### src/logic/pps_pkg.sv
// Constants for the pair source selector of the six-output PWM unit.
// Assumes every user shares one clock and imports nothing: names are scoped.
package pps_pkg;

  // Output and pair counts
  localparam int unsigned CHANNELS  = 6;
  localparam int unsigned PAIRS     = 3;
  localparam int unsigned SEL_WIDTH = 2;

  // Source select encodings for one pair
  localparam logic [1:0] SEL_GPIO  = 2'h0;
  localparam logic [1:0] SEL_TIMER = 2'h1;
  localparam logic [1:0] SEL_ADC   = 2'h2;
  localparam logic [1:0] SEL_GEN   = 2'h3;

  // Reset values
  localparam logic [5:0] PWM_RST       = 6'h00;
  localparam logic [2:0] ADC_LEVEL_RST = 3'h0;
  localparam logic [2:0] ALT_RST       = 3'h0;
  localparam logic       SYNC_RST      = 1'b0;

  // Synchroniser depth
  localparam int unsigned SYNC_STAGES = 2;

endpackage : pps_pkg

### src/logic/pps_sync.sv
// Two-flop synchroniser for a group of pin levels.
// Assumes the inputs are asynchronous to sys_clk; only stage two is read outside.
`timescale 1ns/10ps
`default_nettype none

module pps_sync #(
  parameter int unsigned WIDTH = 3
) (
  input  wire logic             sys_clk,
  input  wire logic             rst_b,
  input  wire logic [WIDTH-1:0] async_in,
  output var  logic [WIDTH-1:0] sync_out
);

  logic [WIDTH-1:0] meta_q;
  logic [WIDTH-1:0] meta_d;
  logic [WIDTH-1:0] sync_q;
  logic [WIDTH-1:0] sync_d;

  ////////////////////////////////////////////////////////////////////////////
  // Next values: stage one feeds stage two only
  always_comb
  begin
    meta_d = async_in;
    sync_d = meta_q;
  end

  // Register both stages
  always_ff @(posedge sys_clk or negedge rst_b)
  begin
    if (!rst_b)
    begin
      meta_q <= {WIDTH{pps_pkg::SYNC_RST}};
      sync_q <= {WIDTH{pps_pkg::SYNC_RST}};
    end
    else
    begin
      meta_q <= meta_d;
      sync_q <= sync_d;
    end
  end

  assign sync_out = sync_q;

endmodule : pps_sync

`default_nettype wire

### src/logic/pps_top.sv
// Pair source selector sitting between the PWM generator and the output stage.
// Assumes generator, timer, ADC limit and control inputs share sys_clk;
// the port B lines are pins and are synchronised here.
//
// Overview of operation
// - Alternate source only when both channels enabled.
// - Three independent pairs, each own source.
// - Port B lines two/three/four drive pairs.
// - Timer channels zero/two/three drive pairs.
// - ADC slots zero/one/two drive pairs.
// - Over high limit deactivates, under low activates.
`timescale 1ns/10ps
`default_nettype none

module pps_top #(
  parameter int unsigned SYNC_WIDTH = 3
) (
  input  wire logic       sys_clk,
  input  wire logic       rst_b,
  input  wire logic [5:0] gen_pwm,
  input  wire logic [5:0] sw_ctrl_mode,
  input  wire logic [5:0] sw_ctrl_bit,
  input  wire logic [1:0] pair_sel_01,
  input  wire logic [1:0] pair_sel_23,
  input  wire logic [1:0] pair_sel_45,
  input  wire logic       port_b_line_two_in,
  input  wire logic       port_b_line_three_in,
  input  wire logic       port_b_line_four_in,
  input  wire logic       timer_channel_zero_out,
  input  wire logic       timer_channel_one_out,
  input  wire logic       timer_channel_two_out,
  input  wire logic       timer_channel_three_out,
  input  wire logic [2:0] adc_over_high,
  input  wire logic [2:0] adc_under_low,
  output var  logic [5:0] pwm_out,
  output var  logic [2:0] pair_alt_active
);

  ////////////////////////////////////////////////////////////////////////////
  // Helper functions

  // Alternate source allowed when both channels are in software
  // control mode and both software control bits are set
  function automatic logic pair_alt_ok(
    input logic [1:0] mode,
    input logic [1:0] ctrl
  );
    pair_alt_ok = (&mode) & (&ctrl);
  endfunction : pair_alt_ok

  // Picks one pair's drive level from its selected source
  function automatic logic pick_source(
    input logic [1:0] sel,
    input logic       gpio_lvl,
    input logic       timer_lvl,
    input logic       adc_lvl,
    input logic       gen_lvl
  );
    logic lvl;
    lvl = gen_lvl;
    if (sel == pps_pkg::SEL_GPIO)
    begin
      lvl = gpio_lvl;
    end
    else if (sel == pps_pkg::SEL_TIMER)
    begin
      lvl = timer_lvl;
    end
    else if (sel == pps_pkg::SEL_ADC)
    begin
      lvl = adc_lvl;
    end
    pick_source = lvl;
  endfunction : pick_source

  ////////////////////////////////////////////////////////////////////////////
  // Port B lines are pins: two flops before use

  logic [SYNC_WIDTH-1:0] gpio_raw;
  logic [SYNC_WIDTH-1:0] gpio_sync;

  // Line two to pair 0/1, three to 2/3, four to 4/5
  assign gpio_raw = {port_b_line_four_in, port_b_line_three_in, port_b_line_two_in};

  pps_sync #(
    .WIDTH (SYNC_WIDTH)
  ) i_pps_sync (
    .sys_clk  (sys_clk),
    .rst_b    (rst_b),
    .async_in (gpio_raw),
    .sync_out (gpio_sync)
  );

  ////////////////////////////////////////////////////////////////////////////
  // Per-pair source vectors

  logic [2:0] timer_src;
  logic [1:0] pair_sel [3];
  logic       unused_timer_one;

  // Timer zero to 0/1, two to 2/3, three to 4/5; channel one has no pair
  assign timer_src        = {timer_channel_three_out, timer_channel_two_out,
                             timer_channel_zero_out};
  assign unused_timer_one = timer_channel_one_out;

  // Each pair has its own select
  assign pair_sel[0] = pair_sel_01;
  assign pair_sel[1] = pair_sel_23;
  assign pair_sel[2] = pair_sel_45;

  ////////////////////////////////////////////////////////////////////////////
  // ADC limit level: held between limit events

  logic [2:0] adc_level_q;
  logic [2:0] adc_level_d;

  // Over high forces inactive, under low forces active, else hold;
  // slot k belongs to pair k
  always_comb
  begin
    adc_level_d = adc_level_q;
    for (int k = 0; k < 3; k++)
    begin
      if (adc_over_high[k])
      begin
        adc_level_d[k] = 1'b0;
      end
      else if (adc_under_low[k])
      begin
        adc_level_d[k] = 1'b1;
      end
    end
  end

  // Register the ADC levels
  always_ff @(posedge sys_clk or negedge rst_b)
  begin
    if (!rst_b)
    begin
      adc_level_q <= pps_pkg::ADC_LEVEL_RST;
    end
    else
    begin
      adc_level_q <= adc_level_d;
    end
  end

  ////////////////////////////////////////////////////////////////////////////
  // Alternate-source flags: one per pair

  logic [2:0] alt_q;
  logic [2:0] alt_d;

  // Pair k leaves the generator only when enabled and not on select 3
  always_comb
  begin
    alt_d = pps_pkg::ALT_RST;
    for (int k = 0; k < 3; k++)
    begin
      alt_d[k] = pair_alt_ok(sw_ctrl_mode[2*k +: 2], sw_ctrl_bit[2*k +: 2]) &
                 (pair_sel[k] != pps_pkg::SEL_GEN);
    end
  end

  // Register the flags
  always_ff @(posedge sys_clk or negedge rst_b)
  begin
    if (!rst_b)
    begin
      alt_q <= pps_pkg::ALT_RST;
    end
    else
    begin
      alt_q <= alt_d;
    end
  end

  ////////////////////////////////////////////////////////////////////////////
  // Output stage: each pair from generator or its alternate source

  logic [5:0] pwm_q;
  logic [5:0] pwm_d;

  // Pair k drives output 2k with the source and 2k+1 with its complement;
  // the flag is used the same cycle so output and flag change together
  always_comb
  begin
    pwm_d = pps_pkg::PWM_RST;
    for (int k = 0; k < 3; k++)
    begin
      if (alt_d[k])
      begin
        pwm_d[2*k]     = pick_source(pair_sel[k], gpio_sync[k], timer_src[k],
                                     adc_level_q[k], gen_pwm[2*k]);
        pwm_d[2*k + 1] = ~pwm_d[2*k];
      end
      else
      begin
        pwm_d[2*k +: 2] = gen_pwm[2*k +: 2];
      end
    end
  end

  // Register the outputs
  always_ff @(posedge sys_clk or negedge rst_b)
  begin
    if (!rst_b)
    begin
      pwm_q <= pps_pkg::PWM_RST;
    end
    else
    begin
      pwm_q <= pwm_d;
    end
  end

  // Top outputs come straight from the flops
  assign pwm_out         = pwm_q;
  assign pair_alt_active = alt_q;

endmodule : pps_top

`default_nettype wire

### config.mk
export PLATFORM = sky130hd
export DESIGN_NAME = pps_top
export DESIGN_NICKNAME = d
export VERILOG_FILES = /design/src/logic/pps_pkg.sv /design/src/logic/pps_sync.sv /design/src/logic/pps_top.sv
export SDC_FILE = /design/constraint.sdc
export NUM_CORES = 1
export LEC_CHECK = 0
export ABC_AREA = 1
export BUFFER_PORTS_ARGS = -buffer_cell sky130_fd_sc_hd__buf_2
export CORE_MARGIN = 4
export CORE_UTILIZATION = 41
export CTS_CLUSTER_DIAMETER = 50
export DETAILED_ROUTE_END_ITERATION = 16
export PLACE_DENSITY = 0.87
export SYNTH_ARGS = -nofsm -noshare
export SYNTH_HDL_FRONTEND = slang
export SYNTH_HIERARCHICAL = 1
export SYNTH_SLANG_ARGS = --single-unit
### constraint.sdc
create_clock -name sys_clk -period 0.9 [get_ports sys_clk]
set_input_delay 0.18 -clock sys_clk [delete_from_list [all_inputs] [get_ports sys_clk]]
set_output_delay 0.18 -clock sys_clk [all_outputs]
set_load 0.05 [all_outputs]
# Word level (Yosys, flattened, before mapping)
# Cells that the tools add are included.
[totals] register_bits=18 input_bits=39 output_inout_bits=9 wordCells=58
[op_classes] n_eq_ne=9 mux=21 bitwise=9 n_reduce_logical=12
[op_table] cell="1-bit 2-to-1 mux" count=18
[op_table] cell="2-bit AND reduction" count=6
[op_table] cell="1-bit AND" count=6
[op_table] cell="2-bit by 1-bit equality test with 1-bit output, second input constant" count=3
[op_table] cell="2-bit equality test, second input constant" count=3
[op_table] cell="2-bit zero test" count=3
[op_table] cell="2-bit 2-to-1 mux" count=3
[op_table] cell="2-bit != test, second input constant" count=3
[op_table] cell="2-bit nonzero test" count=3
[op_table] cell="1-bit inverter" count=3

# Depth between registers and ports, before layout
# Gate-level depths: netlist (run 1).
[logic_depth] depth_word=7 mapped_depth=6

# Hierarchy
# Netlist (run 1), hierarchy kept.
[modules_own_cells] module="pps_top" instances=1 cells_each=81 area_per_inst_um2=615.6 seq_area_each_um2=300.3
[modules_own_cells] module="pps_sync" instances=1 cells_each=6 area_per_inst_um2=150.1 seq_area_each_um2=150.1

# Worst setup path before layout (run 1)
# Ideal clock, no wire load.
[synth_path] path_type="reg2out" startpoint="register alt_q[0] (netlist: pair_alt_active[0])" endpoint="output port pair_alt_active[0]" arrival_ps=586 required_time_ps=720 path_slack_ps=134 path_stages_with_launch=1 path_buffers=0 path_cell_list="dfrtp_1"
[synth_rtl] item="start, declared" line_no="pps_top.sv:151" text="logic [2:0] alt_q;"
[synth_rtl] item="start signal, assigned" line_no="pps_top.sv:170" text="alt_q <= pps_pkg::ALT_RST;"
[synth_rtl] item="start signal, assigned" line_no="pps_top.sv:174" text="alt_q <= alt_d;"
[synth_rtl] item="end, declared" line_no="pps_top.sv:36" text="output var logic [2:0] pair_alt_active"
# No word-level cell between the ends.

# Worst setup path after layout (run 1)
[layout_path] startpoint="register alt_q[0] (netlist: pair_alt_active[0])" endpoint="output port pair_alt_active[0]"
# No word-level cell between the ends.

==> summary by stage, run 1 <==
Cells and area
The top cell types in the final layout, fill and taps aside, are nand2_1 (39), buf_2 (37), dfrtp_1 (18). The antenna diode count is 0. The commonest non-fill, non-tap cell in the layout is nand2_1. The non-filler instance count after layout is 166. The fraction of the core area covered by cells at the end of the flow is 66.5%. The layout cell share with drive strength beyond 1 is 39.7%.

The net count of the finished layout is 181. Compared with the post-synthesis result, the final layout area differs by 51.5%.

GRT
The global router's overall resource usage is 13.5%. The number of global-route vias before repair is 743. The wire length of the first global-routing pass is 2660 um.

The number of antenna violations at the first check in global routing is 0. Entering global routing, the biggest net connects 19 pins. The total congestion overflow is 0.

Logic synthesis
The synthesis warning total is 6. The synthesized design contains 18 register bits. The cell count after synthesis came out at 87. A synthesized cell averages 8.80 um^2. The number of nets produced by synthesis is 126.

The share of the Yosys chip area taken by registers is 58.8%. In this run the cell area of the synthesized design comes to 766 um^2. The number of different library cells in the post-synthesis netlist is 10.

Run status
The run finished, with violations left. The final reports fail on negative setup slack.

Routing
The average wire length per cell after detail routing is 9.45 um. After detailed routing, the total wire length is 1570 um. Dividing the detail-routed via count by the number of cells gives 4.38.

The number of vias in the routed layout is 727. In this run the remaining antenna-violating nets after routing total 0. After detailed routing, the number of remaining DRC violations is 0. For this run, the detailed router's first-pass iteration total came to 4. The DRC violation total after the first TritonRoute iteration is 9.

Place
The wire-length estimate of the detail-placed layout is 1290 um. Routability-driven placement finished with a final weighted congestion of 0.726. The number of placed instances with taps included is 158. Input and output buffers added on the ports amount to 46.

Die
The core region area is 1750 um^2. The floorplan die width is 51.2 um. From bottom edge to top edge, the die measures 51.2 um. The die covers 2620 um^2. In this run the count of I/O pins placed on the die edge is 48. The starting density of the core is 43.9%. The total number of placement rows is 15.

Setup path
On the critical path the largest part of the delay comes from flip-flops. The startpoint type of the worst setup path is a flip-flop. On the worst path, the slowest cell contributes a delay of 390 ps. The signal on the critical path passes through buf_6.

STA classifies the critical path endpoint as an output pin. The maximum fanout count along the critical path is 1. STA puts the critical path data arrival time at 840 ps. The slowest library cell on the worst path is dfrtp_1.

The number of buffers and inverters on the critical path is 1. STA puts the critical path data required time at 720 ps. The critical path is of the flip-flop to output pin type.

Clocking
TritonCTS built the clock tree. The longest clock path from root to sink contains 2 buffers. The CTS clock-pin slew for the worst setup and hold paths is 110 ps. The clock insertion delay at the later pin of the skew report is 290 ps. The root buffer cell chosen for the clock tree is clkbuf_4. In this run the number of H-tree levels came out at 1. The sink count of the clock tree is 18. Buffers inserted during clock tree synthesis total 3.

STA
Timing would allow up to 0.982 GHz. The post-route clock skew is 7.81 ps. Dividing the final minimum period by the clock period gives 113%. Setup repair after global routing could not meet its margin everywhere.

The final critical path time including I/O delays and setup is 1020 ps. The hold violation count in the final report is 0. The transition time at the pin with the least slew margin is 391 ps. Headroom to the max-slew limit came out at 73.9%.

The final max-slew violation count is 0. The final number of setup-violating endpoints is 9. Setup slack on the critical path of the routed design comes to -118 ps.

Setup total negative slack on the finished layout was measured at -959 ps.

Power
The power density relative to cell area is 1470 nW/um^2. IR analysis of the VDD net gives a maximum drop of 0.00108 V. The overall power after layout is 1.71 mW. The analysis attributes to cell leakage a power of 0.623 nW.

Worst hold path
The worst hold-check path type is primary input to flip-flop.

Run
The count of maximum capacitance violations is 0.
## final timing paths
kind / cells after the start / from / slack (ps) / to
min reg2reg: 0 / i_pps_sync/meta_q[0] / 360 / i_pps_sync/sync_out[0]
max in group asynchronous: 2 / rst_b / 290 / pwm_out[3]
min: 2 / adc_over_high[0] / 20 / adc_level_q[0]
min in group asynchronous: 2 / rst_b / 330 / pwm_out[0]
max reg2reg: 4 / adc_level_q[2] / 120 / pwm_out[4]
max: 1 / pair_alt_active[0] / -120 / pair_alt_active[0]
## area by class of cell
type | count | area (um^2)
clock buffers | 4 | 36.3
fillers | 142 | 586
inverters | 6 | 22.5
multi-input cells | 63 | 293
flip-flops and latches | 18 | 450
well taps | 25 | 31.3
repair buffers | 50 | 327
## stage by stage
stage | instance area (um^2) | hold slack [ps] | setup WS [ps]
3_5_place_dp | 1030 | 123 | 102
2_1_floorplan | 766 | -116 | 134
5_1_grt | 1160 | 4.11 | -165
3_3_place_gp | 1030 | 116 | 138
6_report | 1160 | 16.1 | -118
4_1_cts | 1160 | 11.0 | -125
## flip-flops by register name (all words and copies together) (netlist names)
| register | count |
|---|---|
| pair_alt_active | 3 |
| i_pps_sync/meta_q | 3 |
| i_pps_sync/sync_out | 3 |
| adc_level_q | 3 |
| pwm_out | 6 |
## metal layers
metal  wire, um  vias up  part of all wire (%)  global-route usage [%]
li1           -      384                     -                       -
met1        599      311                    38                    13.3
met4         34        0                   2.2                    7.86
met2        820       28                    52                    24.9
met3        114        4                   7.3                    3.50
met5          0        -                     0                       0
## worst register-to-register path, stage by stage (launching register included)
cell and delay, ps:
dfrtp_1 390, nand2_1 70, nand3_1 80, nand3_1 90
nand2_1 50
## cells in the mapped netlist, drive strengths merged
| cell type | n | area, um^2 |
|---|---|---|
| nand3b | 3 | 22.5 |
| nand4 | 3 | 18.8 |
| nand2 | 42 | 165 |
| clkinv | 3 | 11.3 |
| dfrtp | 18 | 450 |
| inv | 3 | 11.3 |
| nand3 | 6 | 30.0 |
| nor2 | 9 | 56.3 |
## power by group
| group | internal (mW) | switching, mW |
|---|---|---|
| clock network | 0.247 | 0.250 |
| logic | 0.148 | 0.195 |
| registers | 0.851 | 0.0164 |
## repair_timing
action,in CTS,in global routing
setup buffers,0,0
hold endpoints to repair,21,0
endpoints found under the setup margin,9,9
hold buffers,4,0
resized for setup,18,0
## logic make-up (layout without fill, tap and decap cells)
logic type / count (synthesis) / after routing / synth area share (%)
DFF: 18 / 18 / 58.8
buffers and inverters: 6 / 60 / 2.94
and+or+nand+nor: 63 / 63 / 38.2
Power figures use the tool's default switching activity.
==> run 2, diff against run 1 <==
CAP_MARGIN = 30   (was default)
CORE_UTILIZATION = 43   (was 41)
CTS_BUF_LIST = sky130_fd_sc_hd__clkbuf_2 sky130_fd_sc_hd__clkbuf_4 sky130_fd_sc_hd__clkbuf_8   (was default)
PLACE_DENSITY = 0.91   (was 0.87)
==> summary by stage, run 2 (synthesis gave the netlist of run 1 again) <==
Run status
Status: finished, violations left (unchanged). Violated checks: negative setup slack (unchanged).

Setup path
The startpoint type of the worst setup path is a flip-flop (unchanged). The number of buffers and inverters on the critical path is 1 (unchanged). The longest individual stage delay on the worst path came to 390 ps (about the same). The critical path required time is 720 ps (about the same).

The slowest library cell on the worst path is dfrtp_1 (unchanged). The category of the critical setup timing path is flip-flop to output pin (unchanged). The data arrival at the endpoint of the critical path is 820 ps (was 840 ps). The maximum fanout count along the critical path is 1 (unchanged). The endpoint type of the worst setup path is an output pin (unchanged). Cell chain of the critical path: buf_6 (unchanged). The cell family with the largest share of critical-path delay is flip-flops (unchanged).

Die
The floorplan die width is 50.2 um (was 51.2 um). The core region area is 1590 um^2 (was 1750 um^2). The number of top-level design ports was 48 (unchanged). The die outline area was 2520 um^2 (was 2620 um^2).

The starting density of the core is 48.0% (was 43.9%). The total number of placement rows is 14 (was 15). The vertical extent of the die is 50.2 um (was 51.2 um).

STA
The transition time at the pin with the least slew margin is 375 ps (was 391 ps). The final critical path time including I/O delays and setup came to 996 ps (was 1020 ps). The final cycle utilization of the critical path is 111% (was 113%). The post-route clock skew is 6.47 ps (was 7.81 ps). The final max-slew violation count is 0 (unchanged). The highest achievable clock rate is 1.00 GHz (was 0.982 GHz). The setup total negative slack is -819 ps (was -959 ps). The worst relative slew slack is 75.0% (was 73.9%). The hold violation count in the final report is 0 (unchanged).

The worst setup slack after layout is -96.5 ps (was -118 ps). RSZ-0062 raised after global routing: true (unchanged). The final number of setup-violating endpoints is 9 (unchanged).

Routing
The detailed-router iteration count before antenna repair is 4 (unchanged). The average wire length per cell after detail routing is 9.95 um (was 9.45 um). The number of remaining DRC errors is 0 (unchanged). The DRC violation total after the first TritonRoute iteration is 7 (was 9). The final wirelength is 1630 um (was 1570 um). The post-detailed-route via-to-cell ratio is 4.54 (was 4.38). The remaining antenna violation count after routing is 0 (unchanged). The number of vias in the routed layout is 745 (was 727).

Cells and area
The number of inserted filler cells in the final layout is 129 (was 142). The layout cell share with drive strength beyond 1 is 39.3% (was 39.7%). The fraction of the core area covered by cells at the end of the flow came to 71.8% (was 66.5%). Commonest cells after routing, fill and taps aside: nand2_1 (39), buf_2 (37), dfrtp_1 (18) (unchanged).

The non-filler instance count after layout is 164 (was 166). The antenna diode count is 0 (unchanged). The commonest non-fill, non-tap cell in the layout is nand2_1 (unchanged). The flip-flop count of the largest register after layout came to 6 (unchanged). The area added between synthesis and finish is 49.5% (was 51.5%). The net count of the finished layout was 181 (unchanged).

GRT
The wire length of the first global-routing pass is 2800 um (was 2660 um). The number of global-route vias before repair is 735 (was 743). The met2 capacity usage during global routing is 28.3% (was 24.9%). The busiest layer in global routing is met2 (unchanged). The pin count of the biggest net entering global routing was 19 (unchanged).

The met3 usage in global routing is 4.73% (was 3.50%). The global router's overall resource usage is 14.5% (was 13.5%). The total congestion overflow is 0 (unchanged). The met1 demand-to-capacity share in global routing is 14.4% (was 13.3%). The number of antenna violations at the first check in global routing is 0 (unchanged).

Clocking
The number of buffers on the longest clock path is 2 (unchanged). The clock root buffer master is clkbuf_4 (unchanged). The number of setup buffers added after CTS is 0 (unchanged). The clock insertion delay at the later pin of the skew report came to 280 ps (was 290 ps).

The CTS clock-pin slew for the worst setup and hold paths was 90 ps (was 110 ps). The H-tree depth was 1 (unchanged). The number of buffers created by CTS is 3 (unchanged). The sink count of the clock tree is 18 (unchanged). The clock tree from TritonCTS is built (unchanged).

Place
The number of buffers inserted by port buffering is 46 (unchanged). The detailed placer's ending HPWL is 1380 um (was 1290 um). The number of placed instances with taps included is 157 (was 158).

The worst setup slack before clock tree synthesis is 99.3 ps (was 102 ps). The placer congestion estimate is 0.788 (was 0.726).

Power
The leakage power of the design is 0.616 nW (was 0.623 nW). The peak supply drop is 0.000744 V (was 0.00108 V). The power density relative to cell area is 1380 nW/um^2 (was 1470 nW/um^2).

Worst hold path
The worst hold-check path type is primary input to flip-flop (unchanged).

Run
The count of maximum capacitance violations is 0 (unchanged).
-- run 2: worst paths after layout --
check / endpoint / cells past startpoint / slack [ps] / start
worst max-delay path: pwm_out[4] / 1 / -100 / pwm_out[4]
worst min-delay path: adc_level_q[2] / 2 / 40 / adc_over_high[2]
worst max register to register: pwm_out[4] / 4 / 90 / adc_level_q[2]
worst min register to register: i_pps_sync/sync_out[0] / 0 / 360 / i_pps_sync/meta_q[0]
max in group asynchronous: pwm_out[4] / 2 / 290 / rst_b
min in group asynchronous: pwm_out[2] / 2 / 340 / rst_b
-- run 2: what timing repair did --
| item | 4_1_cts | 5_1_grt |
|---|---|---|
| endpoints found under the hold margin | 21 | 0 |
| gates resized for setup | 18 | 0 |
| endpoints found under the setup margin | 9 | 9 |
| hold buffers | 4 | 0 |
-- run 2: cell type report --
cell class	instances	area, um^2	area share [%]
sequential	18	450	39.3
multi-input combinational	63	293	25.6
inverter	6	22.5	1.97
timing repair buffer	50	327	28.5
tap	24	30.0	2.62
clock buffer	3	22.5	1.97
-- run 2: worst register-to-register path, delay by kind of cell (launching register included) --
family	cells	cell delay, ps
flops	1	400
simple gates	4	300
-- run 2: metal layers --
layer	part of all wire [%]	vias up
met1	34	330
met5	0	-
li1	-	382
met3	9.7	0
met4	0	0
met2	56	33
-- run 2: where the power goes --
group	total [mW]	internal (mW)	switching (mW)
Combinational	0.343	0.148	0.194
Clock	0.365	0.155	0.210
Sequential	0.871	0.852	0.0191
Total	1.58	1.15	0.423
-- run 2: through the flow --
step	power, mW	cell area [um^2]	hold WS (ps)
6_report	1.58	1140	36.4
5_1_grt	1.70	1140	8.58
4_1_cts	1.60	1140	22.5
3_5_place_dp	1.19	1030	121
3_3_place_gp	1.18	1030	113
2_1_floorplan	1.05	766	-116
